===== config.mk =====
export PLATFORM = sky130hd
export DESIGN_NAME = adc_error_irq
export DESIGN_NICKNAME = d
export VERILOG_FILES = /design/src/shared/adc_error_irq_pkg.sv /design/src/rtl/adc_error_irq.sv
export VERILOG_INCLUDE_DIRS = /design/src /design/src/shared
export SDC_FILE = /design/constraint.sdc
export NUM_CORES = 1
export LEC_CHECK = 0
export BUFFER_PORTS_ARGS = -buffer_cell sky130_fd_sc_hd__buf_2
export CAP_MARGIN = 40
export CORE_ASPECT_RATIO = 2
export CORE_UTILIZATION = 35
export DETAILED_ROUTE_END_ITERATION = 10
export GPL_ROUTABILITY_DRIVEN = 0
export HOLD_SLACK_MARGIN = 0.1
export PLACE_DENSITY_LB_ADDON = 0.25
export SLEW_MARGIN = 20
export SYNTH_ARGS = -nofsm -noshare
export SYNTH_HDL_FRONTEND = slang
export SYNTH_SLANG_ARGS = --single-unit

===== constraint.sdc =====
create_clock -name clk -period 1.5 [get_ports clk]
set_input_delay 0.075 -clock clk [delete_from_list [all_inputs] [get_ports clk]]
set_output_delay 0.075 -clock clk [all_outputs]
set_load 0.03 [all_outputs]

===== src/shared/adc_error_irq_params.svh =====
// Constants for the converter error and interrupt flag block.
// Assumes an Avalon-MM slave with 8-bit registers at word addresses.
// Notes on behaviour
// - Bit 7 enables abort-done interrupt.
// - Bit 6 enables flag-overrun interrupt.
// - Severe error halts all conversion activity.
// - Soft reset clears severe flags, resumes.
// - Restart and load-ok errors never halt.
// - Flow errors clear by write one, reset.
// - All flags cleared while module disabled.
// - Write zero keeps; write one never sets.
// - Severe flags ignore writes; flow flags writable.
// - Bit 7 flags illegal access events.
// - Bit 6 flags invalid loaded commands.
// - Bit 5 flags missing list end.
// - Restart mode trigger ordering errors, bit 3.
// - Trigger mode: trigger before restart errors.
// - Trigger before sequence finish errors.
// - Trigger during trigger processing errors.
// - Hardware trigger colliding with bus trigger; flagged in trigger mode only.
// - Bit 2 flags early restart request.
// - Restart overrun never sets restart error.
// - Load-ok error suppressed after start, single buffer.
// - Bit 7 flags abort done, with exceptions.
// - Bit 6 flags conversion flag overrun.
`ifndef ADC_ERROR_IRQ_PARAMS_SVH
`define ADC_ERROR_IRQ_PARAMS_SVH
`define IRQ_ENABLE_INDEX 8'h07
`define ERROR_FLAGS_INDEX 8'h08
`define IRQ_FLAGS_INDEX 8'h09
`define CONTROL_INDEX 8'h0A
`define ABORT_DONE_BIT 7
`define FLAG_OVERRUN_BIT 6
`define ILLEGAL_ACCESS_BIT 7
`define COMMAND_VALUE_BIT 6
`define LIST_END_BIT 5
`define TRIGGER_BIT 3
`define RESTART_REQUEST_BIT 2
`define LOAD_OK_BIT 1
`define MODULE_ENABLE_BIT 0
`define SOFT_RESET_BIT 1
`define SEVERE_MASK 8'hE8
`define FLOW_MASK 8'h06
`define IRQ_ENABLE_MASK 8'hC0
`define REG_RESET 8'h00
`endif


===== src/shared/adc_error_irq_pkg.sv =====
// Types for the converter error and interrupt flag block.
// Assumes the params header supplies all numeric constants.
package adc_error_irq_pkg;
  typedef struct packed {
    logic illegalAccess;
    logic commandValue;
    logic listEndMissing;
    logic triggerLate;
    logic triggerBeforeRestart;
    logic triggerBusy;
    logic triggerCollision;
    logic triggerAfterAbort;
    logic earlyRestart;
    logic restartOverrun;
    logic restartNoLoadOk;
    logic firstRestart;
    logic singleBuffer;
    logic abortActive;
    logic abortDone;
    logic abortForLowPower;
    logic abortAtLastCommand;
    logic conversionOverrun;
    logic listEndOverrun;
    logic resultSingleBuffer;
  } flow_events_type;
  typedef enum logic {RESTART_MODE, TRIGGER_MODE} flow_mode_type;
endpackage


===== src/rtl/adc_error_irq.sv =====
// Error and interrupt flag logic of the converter sequencing engine.
// Assumes the flow events come from sequencer logic on the same clock.
`timescale 1ns/1ps
`default_nettype none
`include "adc_error_irq_params.svh"
module adc_error_irq (
  input wire logic clk,
  input wire logic sys_rst,
  input wire logic [7:0] avs_address,
  input wire logic avs_read,
  input wire logic avs_write,
  input wire logic [31:0] avs_writedata,
  output logic [31:0] avs_readdata,
  output logic avs_waitrequest,
  input wire adc_error_irq_pkg::flow_events_type flowEvents,
  input wire adc_error_irq_pkg::flow_mode_type flowMode,
  output logic converterHalt,
  output logic moduleEnable,
  output logic abortDoneIrq,
  output logic flagOverrunIrq
);
  logic [7:0] enableReg, enableNext;
  logic [7:0] errorReg, errorNext;
  logic [7:0] flagReg, flagNext;
  logic [1:0] controlReg, controlNext;
  logic ackReg;
  logic waitReg;
  logic [31:0] readReg, readNext;
  logic haltReg, abortIrqReg, overrunIrqReg;
  logic [7:0] errorSet, flagSet, flowClear, irqClear;

  function automatic logic [7:0] bitAt(input int pos, input logic val);
    bitAt = 8'h00;
    bitAt[pos[2:0]] = val;
  endfunction

  // Access completes one cycle after request, waitrequest low on the ack cycle.
  wire logic access = (avs_read | avs_write) & ~ackReg;
  wire logic writeHit = avs_write & ~ackReg;
  wire logic selEnable = avs_address == `IRQ_ENABLE_INDEX;
  wire logic selError = avs_address == `ERROR_FLAGS_INDEX;
  wire logic selFlag = avs_address == `IRQ_FLAGS_INDEX;
  wire logic selControl = avs_address == `CONTROL_INDEX;
  wire logic enabled = controlReg[`MODULE_ENABLE_BIT];
  wire logic softReset = writeHit & selControl & avs_writedata[`SOFT_RESET_BIT];
  wire adc_error_irq_pkg::flow_events_type ev = flowEvents;
  wire logic restartMode = flowMode == adc_error_irq_pkg::RESTART_MODE;

  wire logic setIllegal = ev.illegalAccess;
  wire logic setCommand = ev.commandValue;
  wire logic setListEnd = ev.listEndMissing;
  wire logic setTrigger = ev.triggerLate | ev.triggerBusy
    | (restartMode & ev.triggerAfterAbort)
    | (~restartMode & (ev.triggerBeforeRestart | ev.triggerCollision));
  wire logic setRestart = ev.earlyRestart & ~ev.restartOverrun;
  wire logic setLoadOk = restartMode & ev.restartNoLoadOk & ~ev.abortActive
    & ~ev.firstRestart & ~ev.singleBuffer;
  // Abort done except low-power and last-command aborts.
  wire logic setAbortDone = ev.abortDone & ~ev.abortForLowPower & ~ev.abortAtLastCommand;
  // Overrun; list end overrun hidden in single buffer.
  wire logic setOverrun = ev.conversionOverrun | (ev.listEndOverrun & ~ev.resultSingleBuffer);

  assign errorSet = bitAt(`ILLEGAL_ACCESS_BIT, setIllegal) | bitAt(`COMMAND_VALUE_BIT, setCommand)
    | bitAt(`LIST_END_BIT, setListEnd) | bitAt(`TRIGGER_BIT, setTrigger)
    | bitAt(`RESTART_REQUEST_BIT, setRestart) | bitAt(`LOAD_OK_BIT, setLoadOk);
  assign flagSet = bitAt(`ABORT_DONE_BIT, setAbortDone) | bitAt(`FLAG_OVERRUN_BIT, setOverrun);
  // Only ones written to flow bits clear them.
  assign flowClear = (writeHit & selError) ? (avs_writedata[7:0] & `FLOW_MASK) : 8'h00;
  assign irqClear = (writeHit & selFlag) ? (avs_writedata[7:0] & `IRQ_ENABLE_MASK) : 8'h00;

  always_comb begin
    errorNext = (errorReg & ~flowClear) | errorSet;
    flagNext = (flagReg & ~irqClear) | flagSet;
    // Soft reset clears all error flags.
    if (softReset) begin
      errorNext = 8'h00;
      flagNext = 8'h00;
    end
    if (!enabled) begin
      errorNext = 8'h00;
      flagNext = 8'h00;
    end
  end

  // Enable register stores only the two gate bits.
  assign enableNext = (writeHit & selEnable) ? (avs_writedata[7:0] & `IRQ_ENABLE_MASK) : enableReg;
  assign controlNext = (writeHit & selControl) ? {1'b0, avs_writedata[`MODULE_ENABLE_BIT]}
    : controlReg;
  assign readNext = selEnable ? {24'h000000, enableReg}
    : selError ? {24'h000000, errorReg}
    : selFlag ? {24'h000000, flagReg}
    : selControl ? {30'h00000000, controlReg} : 32'h00000000;

  always_ff @(posedge clk) begin
    if (sys_rst) begin
      enableReg <= `REG_RESET;
      errorReg <= `REG_RESET;
      flagReg <= `REG_RESET;
      controlReg <= 2'h0;
      ackReg <= 1'b0;
      waitReg <= 1'b1;
      readReg <= 32'h00000000;
    end else begin
      waitReg <= ~access;
      enableReg <= enableNext;
      errorReg <= errorNext;
      flagReg <= flagNext;
      controlReg <= controlNext;
      ackReg <= access;
      readReg <= access ? readNext : readReg;
    end
  end

  always_ff @(posedge clk) begin
    if (sys_rst) begin
      haltReg <= 1'b0;
      abortIrqReg <= 1'b0;
      overrunIrqReg <= 1'b0;
    end else begin
      haltReg <= |(errorNext & `SEVERE_MASK);
      abortIrqReg <= flagNext[`ABORT_DONE_BIT] & enableNext[`ABORT_DONE_BIT];
      overrunIrqReg <= flagNext[`FLAG_OVERRUN_BIT] & enableNext[`FLAG_OVERRUN_BIT];
    end
  end

  assign avs_readdata = readReg;
  // A flop of its own keeps waitrequest glitch free at the bus.
  assign avs_waitrequest = waitReg;
  assign converterHalt = haltReg;
  assign moduleEnable = controlReg[`MODULE_ENABLE_BIT];
  assign abortDoneIrq = abortIrqReg;
  assign flagOverrunIrq = overrunIrqReg;

  a_halt_on_severe: assert property (@(posedge clk) disable iff (sys_rst)
    |(errorReg & `SEVERE_MASK) |-> converterHalt) else $error("Halt missing.");
  a_severe_sticky: assert property (@(posedge clk) disable iff (sys_rst)
    errorReg[`TRIGGER_BIT] && enabled && !softReset |=> errorReg[`TRIGGER_BIT])
    else $error("Severe flag cleared.");
  a_flow_no_halt: assert property (@(posedge clk) disable iff (sys_rst)
    (errorReg & `SEVERE_MASK) == 8'h00 |-> !converterHalt) else $error("Bad halt.");
  a_disable_clears: assert property (@(posedge clk) disable iff (sys_rst)
    !enabled |=> errorReg == 8'h00 && flagReg == 8'h00) else $error("Flags kept.");
  a_soft_reset: assert property (@(posedge clk) disable iff (sys_rst)
    softReset |=> (errorReg & `SEVERE_MASK) == 8'h00) else $error("Reset ignored.");
  a_write_one_clears: assert property (@(posedge clk) disable iff (sys_rst)
    writeHit && selError && avs_writedata[`LOAD_OK_BIT] && !setLoadOk
    |=> !errorReg[`LOAD_OK_BIT]) else $error("Clear failed.");
  a_no_write_set: assert property (@(posedge clk) disable iff (sys_rst)
    !errorReg[`RESTART_REQUEST_BIT] && !setRestart |=> !errorReg[`RESTART_REQUEST_BIT])
    else $error("Spurious set.");
  a_abort_irq: assert property (@(posedge clk) disable iff (sys_rst)
    abortDoneIrq == (flagReg[`ABORT_DONE_BIT] & enableReg[`ABORT_DONE_BIT]))
    else $error("Abort irq wrong.");
  a_overrun_irq: assert property (@(posedge clk) disable iff (sys_rst)
    flagOverrunIrq == (flagReg[`FLAG_OVERRUN_BIT] & enableReg[`FLAG_OVERRUN_BIT]))
    else $error("Overrun irq wrong.");
  a_overrun_set: assert property (@(posedge clk) disable iff (sys_rst)
    enabled && !softReset && ev.conversionOverrun && !(writeHit && selControl)
    |=> flagReg[`FLAG_OVERRUN_BIT]) else $error("Overrun lost.");
  a_waitrequest: assert property (@(posedge clk) disable iff (sys_rst)
    access |=> !avs_waitrequest) else $error("No answer.");

  c_halt: cover property (@(posedge clk) $rose(converterHalt));
  c_abort_irq: cover property (@(posedge clk) $rose(abortDoneIrq));
  c_flow_clear: cover property (@(posedge clk) $fell(errorReg[`LOAD_OK_BIT]) && enabled);
  c_soft_reset: cover property (@(posedge clk) softReset && converterHalt);
endmodule
`default_nettype wire


Word level (Yosys, flattened, before mapping)
Index checks and enable logic that the tools add are counted.
{ "word_totals": {"register_bits": 56} }
{ "op_classes": {"n_eq_ne": 4, "muxes": 11, "n_bitwise": 48, "reduce_logical": 2} }
{ "op_table": {"columns": ["op", "count"], "rows": [
  ["8-bit two-way mux", 9],
  ["8-bit by 4-bit == test with 1-bit output (second input constant)", 3],
  ["1-bit bitwise AND", 19],
  ["8-bit bitwise AND", 2],
  ["8-bit by 7-bit OR with 8-bit output", 2],
  ["8-bit OR", 2],
  ["1-bit inverter", 11],
  ["8-bit by 3-bit == test with 1-bit output (second input constant)", 1],
  ["3-bit inverter with 8-bit output", 1],
  ["8-bit inverter", 1],
  ["8-bit by 2-bit OR with 8-bit output", 1],
  ["8-bit by 3-bit OR with 8-bit output", 1],
  ["8-bit by 4-bit OR with 8-bit output", 1],
  ["8-bit by 6-bit OR with 8-bit output", 1],
  ["1-bit OR", 6],
  ["4-bit OR reduction", 1],
  ["3-bit two-way mux", 1],
  ["3-bit OR reduction", 1],
  ["1-bit two-way mux", 1]
]} }

Logic depth before layout (Yosys ltp)
{ "logic_depth": {"ltp_word": 11, "depth_mapped": 6} }

Worst setup path before layout
OpenSTA, ideal clock, no wires.
{ "synth_timing": {"path_kind": "register -> register", "start": "register ackReg", "end": "register overrunIrqReg, in the netlist flagOverrunIrq", "arrival_time_ns": 1.295, "t_required_ns": 1.380, "slack_ns": 0.086, "path_stages_with_launch": 6, "cell_sequence": "dfxtp_1 > and4bb_2 > a41o_2 > buf_2 > and3b_1 > nor2b_1"} }
{ "synth_via": {"elab_chain_len": 10, "elab_cells_between_ends": 14, "classes_between": "mux: 4; bitwise: 10"} }
{ "synth_lines": {"columns": ["element", "line", "rtl"], "rows": [
  ["from (decl)", "adc_error_irq.sv:26", "logic ackReg;"],
  ["from (signal assigned)", "adc_error_irq.sv:109", "ackReg <= access;"],
  ["1-bit inverter *", "adc_error_irq.sv:39", "wire logic writeHit = avs_write & ~ackReg;"],
  ["1-bit bitwise AND *", "adc_error_irq.sv:39", null],
  ["1-bit bitwise AND", "adc_error_irq.sv:69", "assign irqClear = (writeHit & selFlag) ? (avs_writedata[7:0] & `IRQ_ENABLE_MASK) : 8'h00;"],
  ["8-bit two-way mux", "adc_error_irq.sv:69", null],
  ["8-bit inverter", "adc_error_irq.sv:73", "flagNext = (flagReg & ~irqClear) | flagSet;"],
  ["8-bit bitwise AND", "adc_error_irq.sv:73", null],
  ["8-bit OR", "adc_error_irq.sv:73", null],
  ["8-bit two-way mux", "adc_error_irq.sv:75", "if (softReset) begin"],
  ["8-bit two-way mux", "adc_error_irq.sv:79", "if (!enabled) begin"],
  ["1-bit bitwise AND *", "adc_error_irq.sv:122", "overrunIrqReg <= flagNext[`FLAG_OVERRUN_BIT] & enableNext[`FLAG_OVERRUN_BIT];"],
  ["to (signal assigned)", "adc_error_irq.sv:122", null],
  ["to (decl)", "adc_error_irq.sv:29", "logic haltReg, abortIrqReg, overrunIrqReg;"]
]} }
Every way passes the cells marked *; elsewhere a longest branch is shown, timed or not.
A chain may end at the register's enable or synchronous reset.

Final worst setup path
{ "layout_timing": {"start": "register ackReg", "end": "register readReg[3], in the netlist avs_readdata[3]"} }
{ "layout_via": {"elab_chain_len": 2} }
{ "layout_lines": {"columns": ["element", "line", "rtl"], "rows": [
  ["1-bit inverter", "adc_error_irq.sv:38", "wire logic access = (avs_read | avs_write) & ~ackReg;"],
  ["1-bit bitwise AND", "adc_error_irq.sv:38", null],
  ["to (signal assigned)", "adc_error_irq.sv:110", "readReg <= access ? readNext : readReg;"],
  ["to (decl)", "adc_error_irq.sv:28", "logic [31:0] readReg, readNext;"]
]} }
No other way between the ends.

==> run metrics <==
placement row count 29; share of synthesized cell area in and, or, nand and nor gates 0.267; synthesized cell area 1180 um2; maximum root-to-sink buffer count 2; Post-Synth XOR/XNOR Area 0; max_cap viols 0; multi-input logic area 597 um2; Detail Placement HPWL between 2000 and 2500 um; number of setup buffers added after CTS 0; initial drt markers 20; Top Ports around 100; number of synthesized register bits 23; maximum achievable frequency 709 MHz; count of synthesis-stage warnings from yosys 0; met2 layer usage reported by global route 0.278; flip-flop and latch area 460 um2; area fraction of the dominant cell type after synthesis 0.389; sequential cell area fraction in the yosys report 0.389; syn_area_per_cell 9.10 um2; path category of the worst min-delay check in2reg; share of the synthesized area in compound gates (AO/OA/AOI/OAI) 0.133; run status completed; via count between 1000 and 1500; Worst path slowest cell or4b_4; RSZ-0062 raised after global routing no; cell at the root of the clock tree clkbuf_8; GRT Overall Usage 0.154; met3 usage in global routing 0.0194; filler cell count in the final layout approximately 350; library cell occupying the most area in the post-synthesis netlist dfxtp_1; number of slew-limit violations in the final report 0; launching element type of the critical path register; clock net sink count 23; floorplan die area about 3600 um2; DRT antenna net count 0; post-route clock skew 5.13 ps; via count of the first global-routing pass 1022; largest family of logic cells by synthesized area simple AND/OR/NAND/NOR gates; pre-CTS setup slack -19.8 ps; ranking of synthesized cells by area dfxtp_1 39%, buf_4 16%, nor2_1 5.7%, nor4_4 3.6%, a22o_1 3.0%; final count of hold timing violations 0; global-route wire length before repair 4330 um; total clock buffers created by CTS 3; horizontal die dimension 43.1 um; H-tree depth 1; sum of internal, switching and leakage power about 1200 uW; final setup TNS 0 ps; multiplexer area fraction after synthesis 0.0254; crit end category register; initial antenna violation count 0; Reg clk slew, reported paths 80 ps; ordered cell list for the critical path or4b_4, nor4_4, a22o_1; drt via density 4.77; data required time of the worst path 1710 ps; first-pass detailed-route iteration total 4; Adder-Cell Fraction of Synth Area 0; post-route clock period utilization 0.940; diodes inserted 0; final net count 265; leak pwr 0.000780 uW; Clock Latency Late Sink 270 ps; crit path kind reg2reg; detail-routed net length per standard cell 12.3 um; Max Fanout on Critical Path 5; overall overflow remaining after global route 0; die outline height 84.2 um; Routed WL 2820 um; global route hottest layer met2; post-layout minimum cycle time between 1000 and 1500 ps; cells after synthesis 130; GRT met1 Usage 0.166; unique cell type count in the Yosys netlist 36; arrival time of the worst setup path between 1500 and 2000 ps; post-detailed-route DRC marker count 0; Core Area 3190 um2; PortBufs 49; VDD IR-drop max 0.000483 V; Synth-to-Final Area Change 33.8%; Largest stage delay, worst path 560 ps; share of post-route cells with drive strength above 1 0.317; Final setup violation count 0; pin count of the biggest net entering global routing 14; CTS tree done; starting utilization of the core area 0.370; Power Dens Cells a little under 800 nW/um2; worst setup slack after layout slightly below 90 ps
-- logic make-up after synthesis --
family / after synthesis
compound gates: 22
buf+inv: 30
flops: 23
mux: 3
other cells: 1
simple gates: 51
-- registers in the layout, indices dropped and copies added (netlist names) --
signal	flops
flagReg	2
abortDoneIrq	1
controlReg	1
flagOverrunIrq	1
ackReg	1
enableReg	2
converterHalt	1
avs_waitrequest	1
avs_readdata	7
errorReg	6
-- synthesized netlist by cell type, drive strengths merged --
master  number
a211oi       1
a21o         2
a21oi        4
a22o         4
a22oi        2
a41o         1
a41oi        1
and3b        2
and4bb       1
buf         27
conb         1
dfxtp       23
inv          3
mux2i        3
nand2        6
nand2b       4
nand3        3
nand3b       1
nand4        2
nand4b       1
nor2        18
nor2b        3
nor3         1
nor3b        1
nor4         3
nor4bb       1
o21ai        4
o21ba        1
o31ai        2
or2b         1
or3          1
or4          1
or4b         1
-- report_power, final --
part | leakage (uW) | switching [uW] | internal [uW]
Clock | 0.0000255 | 206 | 186
Sequential | 0.000186 | 2.75 | 614
Combinational | 0.000569 | 151 | 86.6
-- worst paths after layout --
check                        from              end  slack [ps]  cells after the start
hold reg to reg   avs_readdata[0]  avs_readdata[0]         460                      2
hold / removal           flowMode      errorReg[1]         110                      3
setup / recovery           ackReg  avs_readdata[3]          90                      3
setup reg to reg           ackReg  avs_readdata[3]          90                      3
-- worst max-delay path, delay by kind of cell, from the launching register on --
family / cells / cell delay (ps)
AO/OA/AOI/OAI: 1 / 180
flip-flops: 1 / 350
AND/OR/NAND/NOR: 2 / 830
-- layout by cell type, fill, tap and decap left out, types with 2 or more instances in the layout --
| master | n |
|---|---|
| a21oi_1 | 4 |
| buf_4 | 3 |
| dlygate4sd3_1 | 16 |
| and3b_1 | 2 |
| o21ai_0 | 4 |
| o31ai_1 | 2 |
| dfxtp_1 | 23 |
| mux2i_1 | 3 |
| a22oi_1 | 2 |
| buf_2 | 49 |
| nor2_1 | 18 |
| nand4_1 | 2 |
| nand2b_1 | 4 |
| nand3_1 | 3 |
| nor4_4 | 2 |
| nor2b_1 | 3 |
| conb_1 | 25 |
| a22o_1 | 4 |
| nand2_1 | 6 |
| a21o_1 | 2 |
| inv_1 | 3 |
| clkbuf_8 | 3 |
-- what timing repair did --
action,in CTS,in global routing
resized for setup,0,0
hold buffers,16,0
setup endpoints to repair,0,0
endpoints found under the hold margin,11,0
-- layer usage --
metal	part of all wire	wire (um)	vias up
met4	0.028	78	0
met1	0.37	1040	500
li1	-	-	544
met5	0	0	-
met3	0.053	148	7
met2	0.55	1560	45
-- final cells by class --
class / instances / area share
multi-input cells: 101 / 0.377
repair buffers: 68 / 0.271
well taps: 31 / 0.0245
clock inverters: 1 / 0.00316
flip-flops and latches: 23 / 0.291
inverters: 3 / 0.00712
clock buffers: 3 / 0.0261
-- per-stage QoR --
step | hold slack [ps] | util | cell area, um2 | instances
CTS | 120 | 0.495 | 1580 | 230
floorplan | 147 | - | 1270 | 154
global route | 139 | 0.495 | 1580 | 230
detailed placement | 304 | 0.431 | 1380 | 210
finish | 112 | 0.495 | 1580 | 230
global placement | 300 | 0.431 | 1380 | 210
(Power assumes the default switching activity.)
